[config.mk]
export PLATFORM = sky130hd
export DESIGN_NAME = sbsi_top
export DESIGN_NICKNAME = d
export VERILOG_FILES = /design/src/design/sbsi_sync.v /design/src/design/sbsi_top.v
export VERILOG_INCLUDE_DIRS = /design/src /design/src/design
export SDC_FILE = /design/constraint.sdc
export NUM_CORES = 1
export LEC_CHECK = 0
export ABC_AREA = 1
export BUFFER_PORTS_ARGS = -buffer_cell sky130_fd_sc_hd__buf_2
export CELL_PAD_IN_SITES_DETAIL_PLACEMENT = 1
export CELL_PAD_IN_SITES_GLOBAL_PLACEMENT = 2
export CORE_MARGIN = 2
export CORE_UTILIZATION = 40
export DETAILED_ROUTE_END_ITERATION = 10
export HOLD_SLACK_MARGIN = 0.02
export PLACE_DENSITY_LB_ADDON = 0.1
export SYNTH_ARGS = -nofsm -noshare
export SYNTH_HDL_FRONTEND = slang
export SYNTH_HIERARCHICAL = 1
export SYNTH_SLANG_ARGS = --single-unit
[constraint.sdc]
create_clock -name aclk -period 6.3 [get_ports aclk]
set_input_delay 0.63 -clock aclk [delete_from_list [all_inputs] [get_ports aclk]]
set_output_delay 0.63 -clock aclk [all_outputs]
set_load 0.02 [all_outputs]
[src/design/sbsi_defs.vh]
/*
  constants for the spi buffer status and interrupt-select block:
  register offsets, status field positions, interrupt-select codes,
  fifo geometry.
  assumes an axi4-lite master on aclk and a link clock sampled as data.
*/
`ifndef SBSI_DEFS_VH
`define SBSI_DEFS_VH

`define SBSI_ADDR_W 8
`define SBSI_OFF_STAT 8'h00
`define SBSI_OFF_CTRL 8'h04
`define SBSI_OFF_DATA 8'h08
`define SBSI_OFF_IRQ_STAT 8'h0C
`define SBSI_OFF_IRQ_MASK 8'h10

`define SBSI_STAT_RBF 0
`define SBSI_STAT_TBF 1
`define SBSI_ISEL_LO 2
`define SBSI_ISEL_HI 4
`define SBSI_STAT_RFE 5
`define SBSI_STAT_ROV 6
`define SBSI_STAT_SRE 7
`define SBSI_CNT_LO 8
`define SBSI_CNT_HI 10

`define SBSI_CTRL_EN 0
`define SBSI_CTRL_ENH 1

`define SBSI_ISEL_RDLAST 3'b000
`define SBSI_ISEL_RAVAIL 3'b001
`define SBSI_ISEL_R34 3'b010
`define SBSI_ISEL_RFULL 3'b011
`define SBSI_ISEL_TWORD 3'b100
`define SBSI_ISEL_TDONE 3'b101
`define SBSI_ISEL_TEMPTY 3'b110

`define SBSI_DEPTH 4
`define SBSI_PTR_W 2
`define SBSI_CNT_W 3
`define SBSI_R34 3'h3
`define SBSI_FULL 3'h4
`define SBSI_WORD_W 16
`define SBSI_BIT_CNT_W 4
`define SBSI_LAST_BIT 4'hF

`define SBSI_RESP_OK 2'b00
`define SBSI_RESP_ERR 2'b10
`endif

[src/design/sbsi_sync.v]
/*
  three-stage synchroniser with edge detect; a change counts when
  stages two and three agree on a new value.
  assumes the input is asynchronous to aclk.
*/
`default_nettype none
module sbsi_sync
(
  input wire aclk,
  input wire aresetn,
  input wire ce,
  input wire din,
  output reg level,
  output reg rise,
  output reg fall
);
  reg s1;
  reg s2;
  reg s3;
  always @(posedge aclk)
  begin
    if (!aresetn)
    begin
      s1 <= 1'b0;
      s2 <= 1'b0;
      s3 <= 1'b0;
      level <= 1'b0;
      rise <= 1'b0;
      fall <= 1'b0;
    end
    else if (ce)
    begin
      s1 <= din;
      s2 <= s1;
      s3 <= s2;
      rise <= 1'b0;
      fall <= 1'b0;
      if (s2 == s3 && s3 != level)
      begin
        level <= s3;
        rise <= s3;
        fall <= ~s3;
      end
    end
  end
endmodule
`default_nettype wire

[src/design/sbsi_top.v]
/*
  spi buffer status and interrupt select: tx/rx holding buffers or
  four-entry fifos, a 16-bit slave-style shifter, status flags, an
  event selector feeding a sticky status / mask interrupt, and an
  axi4-lite register slave.
  assumes sclk/ss_n/mosi are external pins of a spi master; mode 0.
*/
// Design decisions made here: the placing of the registers and the AXI4-Lite slave port.
`default_nettype none
`include "sbsi_defs.vh"
module sbsi_top
(
  input wire aclk,
  input wire aresetn,
  input wire aclk_en,
  input wire [`SBSI_ADDR_W-1:0] s_axi_awaddr,
  input wire s_axi_awvalid,
  output reg s_axi_awready,
  input wire [31:0] s_axi_wdata,
  input wire [3:0] s_axi_wstrb,
  input wire s_axi_wvalid,
  output reg s_axi_wready,
  output reg [1:0] s_axi_bresp,
  output reg s_axi_bvalid,
  input wire s_axi_bready,
  input wire [`SBSI_ADDR_W-1:0] s_axi_araddr,
  input wire s_axi_arvalid,
  output reg s_axi_arready,
  output reg [31:0] s_axi_rdata,
  output reg [1:0] s_axi_rresp,
  output reg s_axi_rvalid,
  input wire s_axi_rready,
  input wire spi_sclk,
  input wire spi_ss_n,
  input wire spi_mosi,
  output reg spi_miso,
  output reg irq
);
  // ----------------------------------------------------------------
  // pin sampling
  // ----------------------------------------------------------------
  wire sclk_rise;
  wire sclk_fall;
  wire ss_n_lvl;
  wire mosi_lvl;
  sbsi_sync u_sclk
  (
    .aclk(aclk),
    .aresetn(aresetn),
    .ce(aclk_en),
    .din(spi_sclk),
    .level(),
    .rise(sclk_rise),
    .fall(sclk_fall)
  );
  sbsi_sync u_ss
  (
    .aclk(aclk),
    .aresetn(aresetn),
    .ce(aclk_en),
    .din(spi_ss_n),
    .level(ss_n_lvl),
    .rise(),
    .fall()
  );
  sbsi_sync u_mosi
  (
    .aclk(aclk),
    .aresetn(aresetn),
    .ce(aclk_en),
    .din(spi_mosi),
    .level(mosi_lvl),
    .rise(),
    .fall()
  );

  // ----------------------------------------------------------------
  // state
  // ----------------------------------------------------------------
  reg module_enable_bit;
  reg enh_mode;
  reg [2:0] isel;
  reg rx_overflow_flag;
  reg [`SBSI_WORD_W-1:0] tx_fifo [0:`SBSI_DEPTH-1];
  reg [`SBSI_WORD_W-1:0] rx_fifo [0:`SBSI_DEPTH-1];
  reg [`SBSI_PTR_W-1:0] tx_wp;
  reg [`SBSI_PTR_W-1:0] tx_rp;
  reg [`SBSI_CNT_W-1:0] tx_cnt;
  reg [`SBSI_PTR_W-1:0] rx_wp;
  reg [`SBSI_PTR_W-1:0] rx_rp;
  reg [`SBSI_CNT_W-1:0] rx_cnt;
  reg [`SBSI_WORD_W-1:0] serial_shift_register;
  reg [`SBSI_WORD_W-1:0] rx_shift;
  reg [`SBSI_BIT_CNT_W-1:0] bit_cnt;
  reg sr_loaded;
  reg [6:0] irq_stat;
  reg [6:0] irq_mask;
  reg prev_sel_lvl;

  // ----------------------------------------------------------------
  // fifo limits per mode
  // ----------------------------------------------------------------
  wire [`SBSI_CNT_W-1:0] cap;
  assign cap = enh_mode ? `SBSI_FULL : 3'h1;
  wire tx_buffer_full_flag;
  wire rx_buffer_full_flag;
  wire rx_fifo_empty;
  wire shift_reg_empty_flag;
  assign tx_buffer_full_flag = (tx_cnt == cap);
  assign rx_buffer_full_flag = (rx_cnt == cap);
  assign rx_fifo_empty = enh_mode && (rx_cnt == 3'h0);
  assign shift_reg_empty_flag = ~sr_loaded;

  // ----------------------------------------------------------------
  // axi4-lite handshake
  // ----------------------------------------------------------------
  reg aw_held;
  reg w_held;
  reg [`SBSI_ADDR_W-1:0] aw_addr;
  reg [31:0] w_data;
  reg [3:0] w_strb;
  wire wr_fire;
  wire rd_fire;
  assign wr_fire = aw_held && w_held && !s_axi_bvalid;
  assign rd_fire = s_axi_arvalid && s_axi_arready;
  wire data_wr;
  wire data_rd;
  assign data_wr = wr_fire && aw_addr == `SBSI_OFF_DATA
                   && w_strb[0] && module_enable_bit;
  assign data_rd = rd_fire && s_axi_araddr == `SBSI_OFF_DATA;
  wire rd_pop;
  assign rd_pop = data_rd && rx_cnt != 3'h0;
  wire tx_push;
  assign tx_push = data_wr && !tx_buffer_full_flag;

  // ----------------------------------------------------------------
  // shift engine events
  // ----------------------------------------------------------------
  wire active;
  assign active = module_enable_bit && !ss_n_lvl;
  wire load_sr;
  assign load_sr = module_enable_bit && !sr_loaded && tx_cnt != 3'h0;
  wire last_in;
  assign last_in = active && sclk_rise && bit_cnt == `SBSI_LAST_BIT;
  wire last_out;
  assign last_out = active && sclk_fall && bit_cnt == 4'h0 && sr_loaded
                    && !sclk_rise;
  wire rx_push;
  assign rx_push = last_in && (!rx_buffer_full_flag || rd_pop);
  wire rx_drop;
  assign rx_drop = last_in && rx_buffer_full_flag && !rd_pop;

  wire [`SBSI_CNT_W-1:0] next_tx_cnt;
  wire [`SBSI_CNT_W-1:0] next_rx_cnt;
  assign next_tx_cnt = tx_cnt + {2'b00, tx_push} - {2'b00, load_sr};
  assign next_rx_cnt = rx_cnt + {2'b00, rx_push} - {2'b00, rd_pop};

  // ----------------------------------------------------------------
  // interrupt source select
  // ----------------------------------------------------------------
  reg sel_lvl;
  reg sel_pulse;
  always @*
  begin
    sel_lvl = 1'b0;
    sel_pulse = 1'b0;
    case (isel)
      `SBSI_ISEL_TEMPTY: sel_pulse = last_in && tx_cnt == 3'h0;
      `SBSI_ISEL_TDONE: sel_pulse = last_out;
      `SBSI_ISEL_R34: sel_lvl = rx_cnt >= `SBSI_R34;
      `SBSI_ISEL_TWORD: sel_pulse = load_sr;
      `SBSI_ISEL_RFULL: sel_lvl = rx_buffer_full_flag;
      `SBSI_ISEL_RAVAIL: sel_lvl = rx_cnt != 3'h0;
      `SBSI_ISEL_RDLAST: sel_pulse = rd_pop && rx_cnt == 3'h1;
      default: sel_lvl = 1'b0;
    endcase
  end
  wire [6:0] events;
  assign events = {1'b0, rx_drop, last_out, load_sr, rx_push,
                   sel_pulse | (sel_lvl & !prev_sel_lvl), 1'b0};

  // ----------------------------------------------------------------
  // main sequential logic
  // ----------------------------------------------------------------
  always @(posedge aclk)
  begin
    if (!aresetn)
    begin
      s_axi_awready <= 1'b0;
      s_axi_wready <= 1'b0;
      s_axi_bvalid <= 1'b0;
      s_axi_bresp <= `SBSI_RESP_OK;
      s_axi_arready <= 1'b0;
      s_axi_rvalid <= 1'b0;
      s_axi_rresp <= `SBSI_RESP_OK;
      s_axi_rdata <= 32'h0000_0000;
      aw_held <= 1'b0;
      w_held <= 1'b0;
      aw_addr <= 8'h00;
      w_data <= 32'h0000_0000;
      w_strb <= 4'h0;
      module_enable_bit <= 1'b0;
      enh_mode <= 1'b0;
      isel <= 3'b000;
      rx_overflow_flag <= 1'b0;
      tx_wp <= 2'b00;
      tx_rp <= 2'b00;
      tx_cnt <= 3'h0;
      rx_wp <= 2'b00;
      rx_rp <= 2'b00;
      rx_cnt <= 3'h0;
      serial_shift_register <= 16'h0000;
      rx_shift <= 16'h0000;
      bit_cnt <= 4'h0;
      sr_loaded <= 1'b0;
      spi_miso <= 1'b0;
      irq_stat <= 7'h00;
      irq_mask <= 7'h00;
      irq <= 1'b0;
      prev_sel_lvl <= 1'b0;
    end
    else if (aclk_en)
    begin
      // axi write path
      s_axi_awready <= !aw_held && !s_axi_awready && s_axi_awvalid;
      s_axi_wready <= !w_held && !s_axi_wready && s_axi_wvalid;
      if (s_axi_awvalid && s_axi_awready)
      begin
        aw_held <= 1'b1;
        aw_addr <= s_axi_awaddr;
      end
      if (s_axi_wvalid && s_axi_wready)
      begin
        w_held <= 1'b1;
        w_data <= s_axi_wdata;
        w_strb <= s_axi_wstrb;
      end
      if (s_axi_bvalid && s_axi_bready)
        s_axi_bvalid <= 1'b0;
      if (wr_fire)
      begin
        aw_held <= 1'b0;
        w_held <= 1'b0;
        s_axi_bvalid <= 1'b1;
        s_axi_bresp <= `SBSI_RESP_OK;
        if (aw_addr == `SBSI_OFF_STAT)
        begin
          if (w_strb[0])
            isel <= w_data[`SBSI_ISEL_HI:`SBSI_ISEL_LO];
          if (w_strb[0] && !w_data[`SBSI_STAT_ROV])
            rx_overflow_flag <= 1'b0;
        end
        else if (aw_addr == `SBSI_OFF_CTRL)
        begin
          if (w_strb[0])
          begin
            module_enable_bit <= w_data[`SBSI_CTRL_EN];
            enh_mode <= w_data[`SBSI_CTRL_ENH];
          end
        end
        else if (aw_addr == `SBSI_OFF_IRQ_MASK)
        begin
          if (w_strb[0])
            irq_mask <= w_data[6:0];
        end
        else if (aw_addr != `SBSI_OFF_DATA
                 && aw_addr != `SBSI_OFF_IRQ_STAT)
          s_axi_bresp <= `SBSI_RESP_ERR;
      end
      // axi read path
      s_axi_arready <= !s_axi_arready && !s_axi_rvalid && s_axi_arvalid;
      if (s_axi_rvalid && s_axi_rready)
        s_axi_rvalid <= 1'b0;
      if (rd_fire)
      begin
        s_axi_rvalid <= 1'b1;
        s_axi_rresp <= `SBSI_RESP_OK;
        s_axi_rdata <= 32'h0000_0000;
        if (s_axi_araddr == `SBSI_OFF_STAT)
        begin
          s_axi_rdata[`SBSI_STAT_RBF] <= rx_buffer_full_flag;
          s_axi_rdata[`SBSI_STAT_TBF] <= tx_buffer_full_flag;
          s_axi_rdata[`SBSI_ISEL_HI:`SBSI_ISEL_LO] <= isel;
          s_axi_rdata[`SBSI_STAT_RFE] <= rx_fifo_empty;
          s_axi_rdata[`SBSI_STAT_ROV] <= rx_overflow_flag;
          s_axi_rdata[`SBSI_STAT_SRE] <= shift_reg_empty_flag;
          s_axi_rdata[`SBSI_CNT_HI:`SBSI_CNT_LO] <= enh_mode ?
            rx_cnt : 3'h0;
        end
        else if (s_axi_araddr == `SBSI_OFF_CTRL)
        begin
          s_axi_rdata[`SBSI_CTRL_EN] <= module_enable_bit;
          s_axi_rdata[`SBSI_CTRL_ENH] <= enh_mode;
        end
        else if (s_axi_araddr == `SBSI_OFF_DATA)
        begin
          if (rx_cnt != 3'h0)
            s_axi_rdata[15:0] <= rx_fifo[rx_rp];
        end
        else if (s_axi_araddr == `SBSI_OFF_IRQ_STAT)
          s_axi_rdata[6:0] <= irq_stat;
        else if (s_axi_araddr == `SBSI_OFF_IRQ_MASK)
          s_axi_rdata[6:0] <= irq_mask;
        else
          s_axi_rresp <= `SBSI_RESP_ERR;
      end
      // transmit side
      if (tx_push)
      begin
        tx_fifo[tx_wp] <= w_data[15:0];
        tx_wp <= tx_wp + 2'b01;
      end
      if (load_sr)
      begin
        serial_shift_register <= tx_fifo[tx_rp];
        tx_rp <= tx_rp + 2'b01;
        sr_loaded <= 1'b1;
      end
      tx_cnt <= next_tx_cnt;
      // shifter, mode 0: sample on rise, shift out on fall
      if (!active)
        bit_cnt <= 4'h0;
      else if (sclk_rise)
      begin
        rx_shift <= {rx_shift[14:0], mosi_lvl};
        bit_cnt <= bit_cnt + 4'h1;
      end
      else if (sclk_fall && sr_loaded)
      begin
        serial_shift_register <= {serial_shift_register[14:0], 1'b0};
        if (bit_cnt == 4'h0)
          sr_loaded <= 1'b0;
      end
      spi_miso <= serial_shift_register[15];
      // receive side
      if (rx_push)
      begin
        rx_fifo[rx_wp] <= {rx_shift[14:0], mosi_lvl};
        rx_wp <= rx_wp + 2'b01;
      end
      if (rx_drop)
        rx_overflow_flag <= 1'b1;
      if (rd_pop)
        rx_rp <= rx_rp + 2'b01;
      rx_cnt <= next_rx_cnt;
      if (!module_enable_bit)
      begin
        tx_wp <= 2'b00;
        tx_rp <= 2'b00;
        tx_cnt <= 3'h0;
        rx_wp <= 2'b00;
        rx_rp <= 2'b00;
        rx_cnt <= 3'h0;
        sr_loaded <= 1'b0;
      end
      // sticky interrupt status, read clears, set wins
      prev_sel_lvl <= sel_lvl;
      if (rd_fire && s_axi_araddr == `SBSI_OFF_IRQ_STAT)
        irq_stat <= events;
      else
        irq_stat <= irq_stat | events;
      irq <= |((irq_stat | events) & irq_mask);
    end
  end
endmodule
`default_nettype wire

## Word level (Yosys, flattened, before mapping)

Memories as Yosys holds them, arrays and structs flattened. A register that Yosys moved wholly into a read port is not among the register bits.
Cells that the tools add are included.

- Bits in writable memories: 128
- Logic and storage cells: 261
- Latch bits: 0
- Input port bits: 63
- ROM bits: 0
- Flip-flop bits (word level): 139
- Memories: 2

- Magnitude comparators: 1
- Multipliers: 0
- Reductions and logical operators: 94
- $add $sub $neg: 9
- Divide/modulo/power cells: 0
- Muxes and demuxes: 71
- Equal/unequal tests: 30
- Bitwise gates (word level): 8
- Shift-type cells: 0

Memory list:

| name | depth | bits a word | read ports | clocked after memory_dff | wr ports | line | text |
|---|---|---|---|---|---|---|---|
| rx_fifo | 4 | 16 | 1 | 1 | 1 | sbsi_top.v:85 | `` reg [`SBSI_WORD_W-1:0] rx_fifo [0:`SBSI_DEPTH-1]; `` |
| tx_fifo | 4 | 16 | 1 | 1 | 1 | sbsi_top.v:84 | `` reg [`SBSI_WORD_W-1:0] tx_fifo [0:`SBSI_DEPTH-1]; `` |

Operators by type and width:

| cell | number |
|---|---|
| 16-bit two-way mux | 5 |
| 2-bit two-way mux | 22 |
| 1-bit logical AND | 41 |
| 2-bit AND reduction | 16 |
| 1-bit two-way mux | 28 |
| 7-bit two-way mux | 4 |
| 8-bit by 4-bit equality test with 1-bit output (second input constant) | 3 |
| 8-bit by 3-bit equality test with 1-bit output (second input constant) | 2 |
| 8-bit by 5-bit equality test with 1-bit output (second input constant) | 2 |
| 8-bit logical NOT | 2 |
| 8-bit by 4-bit inequality test with 1-bit output (second input constant) | 2 |
| 1-bit logical NOT | 15 |
| 14-bit two-way mux | 1 |
| 2-bit nonzero test | 7 |
| 3-bit two-way mux | 4 |
| 11-bit two-way mux | 1 |
| 2-bit by 1-bit inequality test with 1-bit output (second input constant) | 5 |
| 3-bit equality test (second input constant) | 3 |
| 3-bit logical NOT | 3 |
| 9-bit two-way mux | 1 |
| 2-bit by 1-bit adder with 2-bit output (second input constant) | 4 |
| 4-bit two-way mux | 2 |
| 4-bit AND reduction | 2 |
| 7-bit bitwise AND | 1 |
| other kinds (24) | 37 |

## Depth between registers and ports, before layout

Gate-level depths: netlist of the first run.

- Word-level depth: 11
- Mapped depth: 14
- Mapped depth without buffers: 13

## Cells and area by module

The synthesis of the first run kept the hierarchy.

By module, submodules not included:

| module | area each (um2) | cells each | instances |
|---|---|---|---|
| sbsi_top | 10,712.8 | 1,107 | 1 |
| sbsi_sync | 215.2 | 27 | 3 |

## Least setup slack after synthesis of the first run

No wires, ideal clock.

- Path type: in2reg
- Start point: in s_axi_araddr[7]
- End point: mem rx_fifo[0][0] (netlist name), enable pin
- Data required time: 5.911 ns
- Path slack: 3.811 ns
- Arrival: 2.100 ns
- Stages: 8
- Setup time: 0.389 ns
- Cell sequence: nor2_4 nand2_2 nor2_2 buf_6 nand2_4 nand2_4 nand3_1 nor2_1

- Longest elaborated chain between the ends: 9

Ends and longest elaborated chain:

| what | line | text |
|---|---|---|
| from (decl) | sbsi_top.v:26 | `` input wire [`SBSI_ADDR_W-1:0] s_axi_araddr, `` |
| 8-bit by 4-bit equality test with 1-bit output (no line) | n/a |  |
| 1-bit logical AND (no line) | n/a |  |
| 1-bit logical AND | sbsi_top.v:132 | `assign rd_pop = data_rd && rx_cnt != 3'h0;` |
| 1-bit logical OR | sbsi_top.v:149 | `assign rx_push = last_in && (!rx_buffer_full_flag \|\| rd_pop);` |
| 1-bit logical AND | sbsi_top.v:149 |  |
| 1-bit two-way mux | sbsi_top.v:336 | `if (rx_push)` |
| 1-bit two-way mux | sbsi_top.v:222 | `else if (aclk_en)` |
| 1-bit two-way mux | sbsi_top.v:187 | `if (!aresetn)` |
| 1-bit two-way mux (implied by the code) | sbsi_top.v:338 | `rx_fifo[rx_wp] <= {rx_shift[14:0], mosi_lvl};` |
| to (decl) | sbsi_top.v:85 |  |

No other way between the ends.

## Worst setup path after layout of the first run

- Start point: reg module_enable_bit
- End point: mem tx_fifo[0][8] (netlist name), enable pin

- Longest elaborated chain between the ends: 6

Ends and longest elaborated chain:

| what | line | text |
|---|---|---|
| from (decl) | sbsi_top.v:80 | `reg module_enable_bit;` |
| from (signal assigned) | sbsi_top.v:257 | `` module_enable_bit <= w_data[`SBSI_CTRL_EN]; `` |
| 1-bit logical AND | sbsi_top.v:128 | `` assign data_wr = wr_fire && aw_addr == `SBSI_OFF_DATA `` |
| 1-bit logical AND | sbsi_top.v:134 | `assign tx_push = data_wr && !tx_buffer_full_flag;` |
| 1-bit two-way mux | sbsi_top.v:308 | `if (tx_push)` |
| 1-bit two-way mux | sbsi_top.v:222 |  |
| 1-bit two-way mux | sbsi_top.v:187 |  |
| 1-bit two-way mux (implied by the code) | sbsi_top.v:310 | `tx_fifo[tx_wp] <= w_data[15:0];` |
| to (decl) | sbsi_top.v:84 |  |

No other way between the ends.

==> results of run 1 <==
[through the flow]
stage                     cell area (µm²)  setup WS [ps]  hold WS (ps)  power [mW]  std cells
final                               13030           3307         310.9       3.987       1633
after global routing                13030           3100         311.6       4.109       1633
after CTS                           13030           3263         294.3       4.023       1633
after detailed placement            11830           3097         455.2       1.970       1577
after global placement              11830           3176         443.9       1.968       1577
after floorplan                     11290           3811         429.1       1.935       1191
[registers in the layout (all words and copies together), names as in the netlist, 2 cells and up, named ones only]
name,count
rx_fifo,64
tx_fifo,64
s_axi_rdata,16
serial_shift_register,16
w_data,16
rx_shift,15
aw_addr,8
irq_mask,7
irq_stat,5
bit_cnt,4
isel,3
rx_cnt,3
tx_cnt,3
rx_rp,2
rx_wp,2
tx_rp,2
tx_wp,2
[final cells by class]
type,count,area share [%]
Tap cell,378,3.631
Clock buffer,41,6.973
Inverter,103,2.968
Timing Repair Buffer,79,3.247
Sequential cell,267,50.87
Multi-Input combinational cell,750,30.12
Clock inverter,15,2.190
[power by group through the flow]
| stage | Sequential [mW] | Clock [mW] | Combinational [mW] |
|---|---|---|---|
| 6_report | 1.83 | 2.06 | 0.104 |
| 5_1_grt | 1.83 | 2.16 | 0.117 |
| 4_1_cts | 1.83 | 2.09 | 0.105 |
| 3_5_place_dp | 1.87 | 0 | 0.105 |
| 3_3_place_gp | 1.87 | 0 | 0.103 |
| 2_1_floorplan | 1.87 | 0 | 0.0692 |
[layer usage]
metal	track usage, %	vias up	wire, µm
met5	0	-	0
met4	3.500	0	419
met3	2.278	34	961
met2	33.26	133	13930
met1	30.52	4180	14880
li1	-	4118	-
[path summary, 6_finish.rpt]
kind                           from            end
setup / recovery  module_enable_bit  tx_fifo[0][8]
hold / removal             spi_ss_n        u_ss/s1
setup reg to reg  module_enable_bit  tx_fifo[0][8]
hold reg to reg          aw_addr[6]     aw_addr[6]
[tightest hold or removal path, stage by stage]
cell    delay [ps]
buf_2           70
nor2_1          30
nor2_1          80
==> flow_metrics.tcl, run 1 <==
set metrics [dict create \
    status "completed" \
    setup_violations 0 \
    cts_sinks 267 \
    pwr-share-comb_pct 2.6 \
    yosysWarnings 6 \
    clock_tree.buffer_depth 3 \
    clk_pin_slew_ps 60 \
    grt_pass1_vias 8444 \
    netlist_instances 1174 \
    n_antenna_cell 0 \
    multi_input_area_um2 3924 \
    cp.arrival_ps 3140 \
    start_util_pct 40.54 \
    ir_drop_uv 256.1 \
    syn_to_final_growth_pct 15.99 \
    cts_setup_buffers 0 \
    cts_inserted_buffers 30 \
    path_cells "nand2_1 > nor2_1 > nand3_1 > nor2_1 > nand4_1 > inv_1 > nand2_1 > nor2_2" \
    slowest_stage "nor2_2" \
    fp.dieW_um 171.6 \
    antenna_found_initial 0 \
    holdPathStages 3 \
    synth.avg_cell_area_um2 9.566 \
    p_per_area_nw_per_um2 306.1 \
    core_um2 27710 \
    p_sw_mw 0.8039 \
    slew_violations 0 \
    drc 0 \
    crit_cells 8 \
    postRouteAntennaNets 0 \
    final_core_util_pct 47.02 \
    grt_overflow 0 \
    ctsHtreeMaxLevel 1 \
    clock_latency_ps 540 \
    portBuffers 68 \
    start_kind "flop" \
    fin_nets 1312 \
    first_iter_violations 554 \
    dieArea_um2 29430 \
    grt_pass1_wl_um 47370 \
    rows 61 \
    leakage_nw 4.882 \
    fmax_mhz 334.1 \
    final_cell_mix "149 x o21ai_0, 143 x nor2_1, 139 x dfxtp_1" \
    avgRoutedWirePerCell_um 18.49 \
    crit_type "flop to flop" \
    worst_slew_pin_slew_ps 1121 \
    hold_viol 0 \
    io_pins 106 \
    skew_ps 8.221 \
    path_max_fanout 16 \
    crit_required_ps 6450 \
    grt_max_degree 55 \
    layout_commonest_cell "o21ai_0" \
    layout-drive-gt1-share_pct 14.26 \
    pwr-share-seq_pct 45.8 \
    nFillCells 3164 \
    regArea_um2 6626 \
    cts.repair.resized 0 \
    critPathBufInv 1 \
    via_per_inst 5.184 \
    dr.pass1.iters 5 \
    syn_area_um2 11230 \
    root_buffer "clkbuf_16" \
    clockPowerShare_pct 51.6 \
    dp_hpwl_um 19480 \
    slowest_delay_ps 900 \
    end_kind "flop" \
    drv_cap 0 \
    slew-limit-headroom_pct 25.17 \
    rsz0062_at_grt "no" \
    hold_path_class "input pin to flop" \
    cellInternalPower_mw 3.183 \
    num_vias 8465 \
    swShare_pct 20.16 \
    reg2reg_depth 8 \
    crit_family "simple AND/OR/NAND/NOR gates" \
    gp_congestion 0.7375 \
    setup-tns-final_ps 0 \
    rrSetupSlack_ps 3310 \
    final.min_clock_period_ps 2993 \
    cts_tree "yes" \
    ctsHoldBuffers 0 \
    grt_usage_pct 20.68 \
    fin_crit_sh_pct 47.51 \
    die_h_um 171.6 \
    drt-total-wl_um 30190 \
]
No activity file was read; power rests on OpenSTA's default activity.
==> run 2: changes to the inputs <==
ABC_AREA = 0   (was 1)
clock period = 3 ns   (was 6.3 ns; I/O delays follow)
==> flow_metrics.tcl, run 2 <==
set metrics [dict create \
    status "completed" \
    synth.avg_cell_area_um2 11.76 \
    worst_slew_pin_slew_ps 939.4 \
    avgRoutedWirePerCell_um 20.04 \
    place_area_um2 11910 \
    final_cell_mix "139 x dfxtp_1, 128 x edfxtp_1, 110 x nand2_1" \
    cp.arrival_ps 3280 \
    slew-limit-headroom_pct 37.20 \
    critPathBufInv 5 \
    dieArea_um2 29010 \
    hold_viol 0 \
    setup-tns-final_ps 0 \
    fmax_mhz 357.8 \
    fin_nets 1130 \
    dp_worst_setup_slack_ps 13.34 \
    rows 60 \
    drv_cap 0 \
    clock_tree.buffer_depth 3 \
    drc 0 \
    cts_inserted_buffers 30 \
    dp_hpwl_um 18790 \
    drt-total-wl_um 28340 \
    setup_violations 0 \
    dr.pass1.iters 4 \
    multi_input_area_um2 4060 \
    grt_overflow 0 \
    leakage_nw 4.804 \
    grt_pass1_vias 7912 \
    finalNonFillerCells 1414 \
    via_per_inst 5.336 \
    final_core_util_pct 48.54 \
    crit_family "simple AND/OR/NAND/NOR gates" \
    syn_to_final_growth_pct 18.53 \
    slowest_delay_ps 340 \
    grt_usage_pct 19.73 \
    fp.dieW_um 170.3 \
    nFillCells 2894 \
    setup_slack_ps 205.3 \
    io_pins 106 \
    grt_pass1_wl_um 44460 \
    crit_top_cell "inv_1" \
    start_util_pct 40.95 \
    skew_ps 8.971 \
    regArea_um2 6626 \
    first_iter_violations 483 \
    crit_type "flop to flop" \
    syn_area_um2 11070 \
    ctsHtreeMaxLevel 1 \
    slew_violations 0 \
    postRouteAntennaNets 0 \
    slowest_stage "fa_2" \
    final.min_clock_period_ps 2795 \
    clk_pin_slew_ps 60 \
    fin_crit_sh_pct 93.16 \
    reg.largest.list "rx_fifo: 64 flops, tx_fifo: 64 flops" \
    path_cells "nor4_2 > buf_4 > and3b_2 > nor4b_4 > buf_4 > inv_1 > ha_1 > inv_1 > ha_1 > inv_1 > fa_2 > xnor2_2 > nor3_1 > a21oi_2 > nor2_1" \
    die_h_um 170.3 \
    antenna_found_initial 0 \
    crit_required_ps 3480 \
    layout-drive-gt1-share_pct 20.04 \
    start_kind "flop" \
    root_buffer "clkbuf_16" \
    portBuffers 68 \
    hold_path_class "input pin to flop" \
    gp_congestion 0.7440 \
    netlist_instances 941 \
    core_um2 27030 \
    cts_tree "yes" \
    ir_drop_uv 419.1 \
    cts_sinks 267 \
    path_max_fanout 3 \
    layout_commonest_cell "dfxtp_1" \
    yosysWarnings 6 \
    stdcell_area_um2 13120 \
    place_inst 1336 \
    clock_latency_ps 550 \
    p_per_area_nw_per_um2 580.9 \
    num_vias 7545 \
    end_kind "flop" \
    n_antenna_cell 0 \
    grt_max_degree 49 \
    rsz0062_at_grt "no" \
]
run 2: power by group:
group / internal (mW) / switching [mW] / total [mW]
Sequential: 3.80 / 0.0168 / 3.82
Clock: 2.09 / 1.46 / 3.55
Combinational: 0.0899 / 0.155 / 0.244
Total: 5.99 / 1.63 / 7.62
run 2: final timing paths:
kind                                 startpoint         end  slack, ps  depth (start not counted)
worst max register to register       aw_addr[6]   tx_cnt[2]        210                         15
worst max-delay path                 aw_addr[6]   tx_cnt[2]        210                         15
worst min register to register        w_strb[0]   w_strb[0]        460                          2
worst min-delay path            s_axi_awaddr[2]  aw_addr[2]         30                          3
run 2: repair_timing:
| item | CTS | global route |
|---|---|---|
| hold buffers | 20 | 1 |
| endpoints found under the hold margin | 20 | 1 |
| gates resized for setup | 1 | 6 |
| pin swaps | 0 | 3 |
| buffers inserted | 0 | 1 |
| setup endpoints to repair | 1 | 2 |
run 2: final cells by class:
class | instances | area share, %
inverters | 24 | 0.6868
repair buffers | 134 | 7.345
clock inverters | 13 | 0.9157
flip-flops and latches | 267 | 50.52
clock buffers | 43 | 6.333
multi-input cells | 592 | 30.95
well taps | 341 | 3.253
run 2: tightest hold or removal path, delay by kind of cell:
family	cells	cell delay, ps
AND/OR/NAND/NOR	1	70
AO/OA/AOI/OAI	1	60
buffers and inverters	1	100
run 2: metal layers:
layer  GRT usage, %  part of all wire [%]
met1          28.15                    48
met2          32.54                    48
met3          2.326                   3.0
met4          4.162                   1.7
met5              0                     0
run 2: through the flow:
stage,power (mW),hold WS (ps)
2_1_floorplan,4.045,432.1
3_3_place_gp,4.123,445.7
3_5_place_dp,4.125,451.1
4_1_cts,7.697,20.25
5_1_grt,7.857,24.02
6_report,7.620,27.75
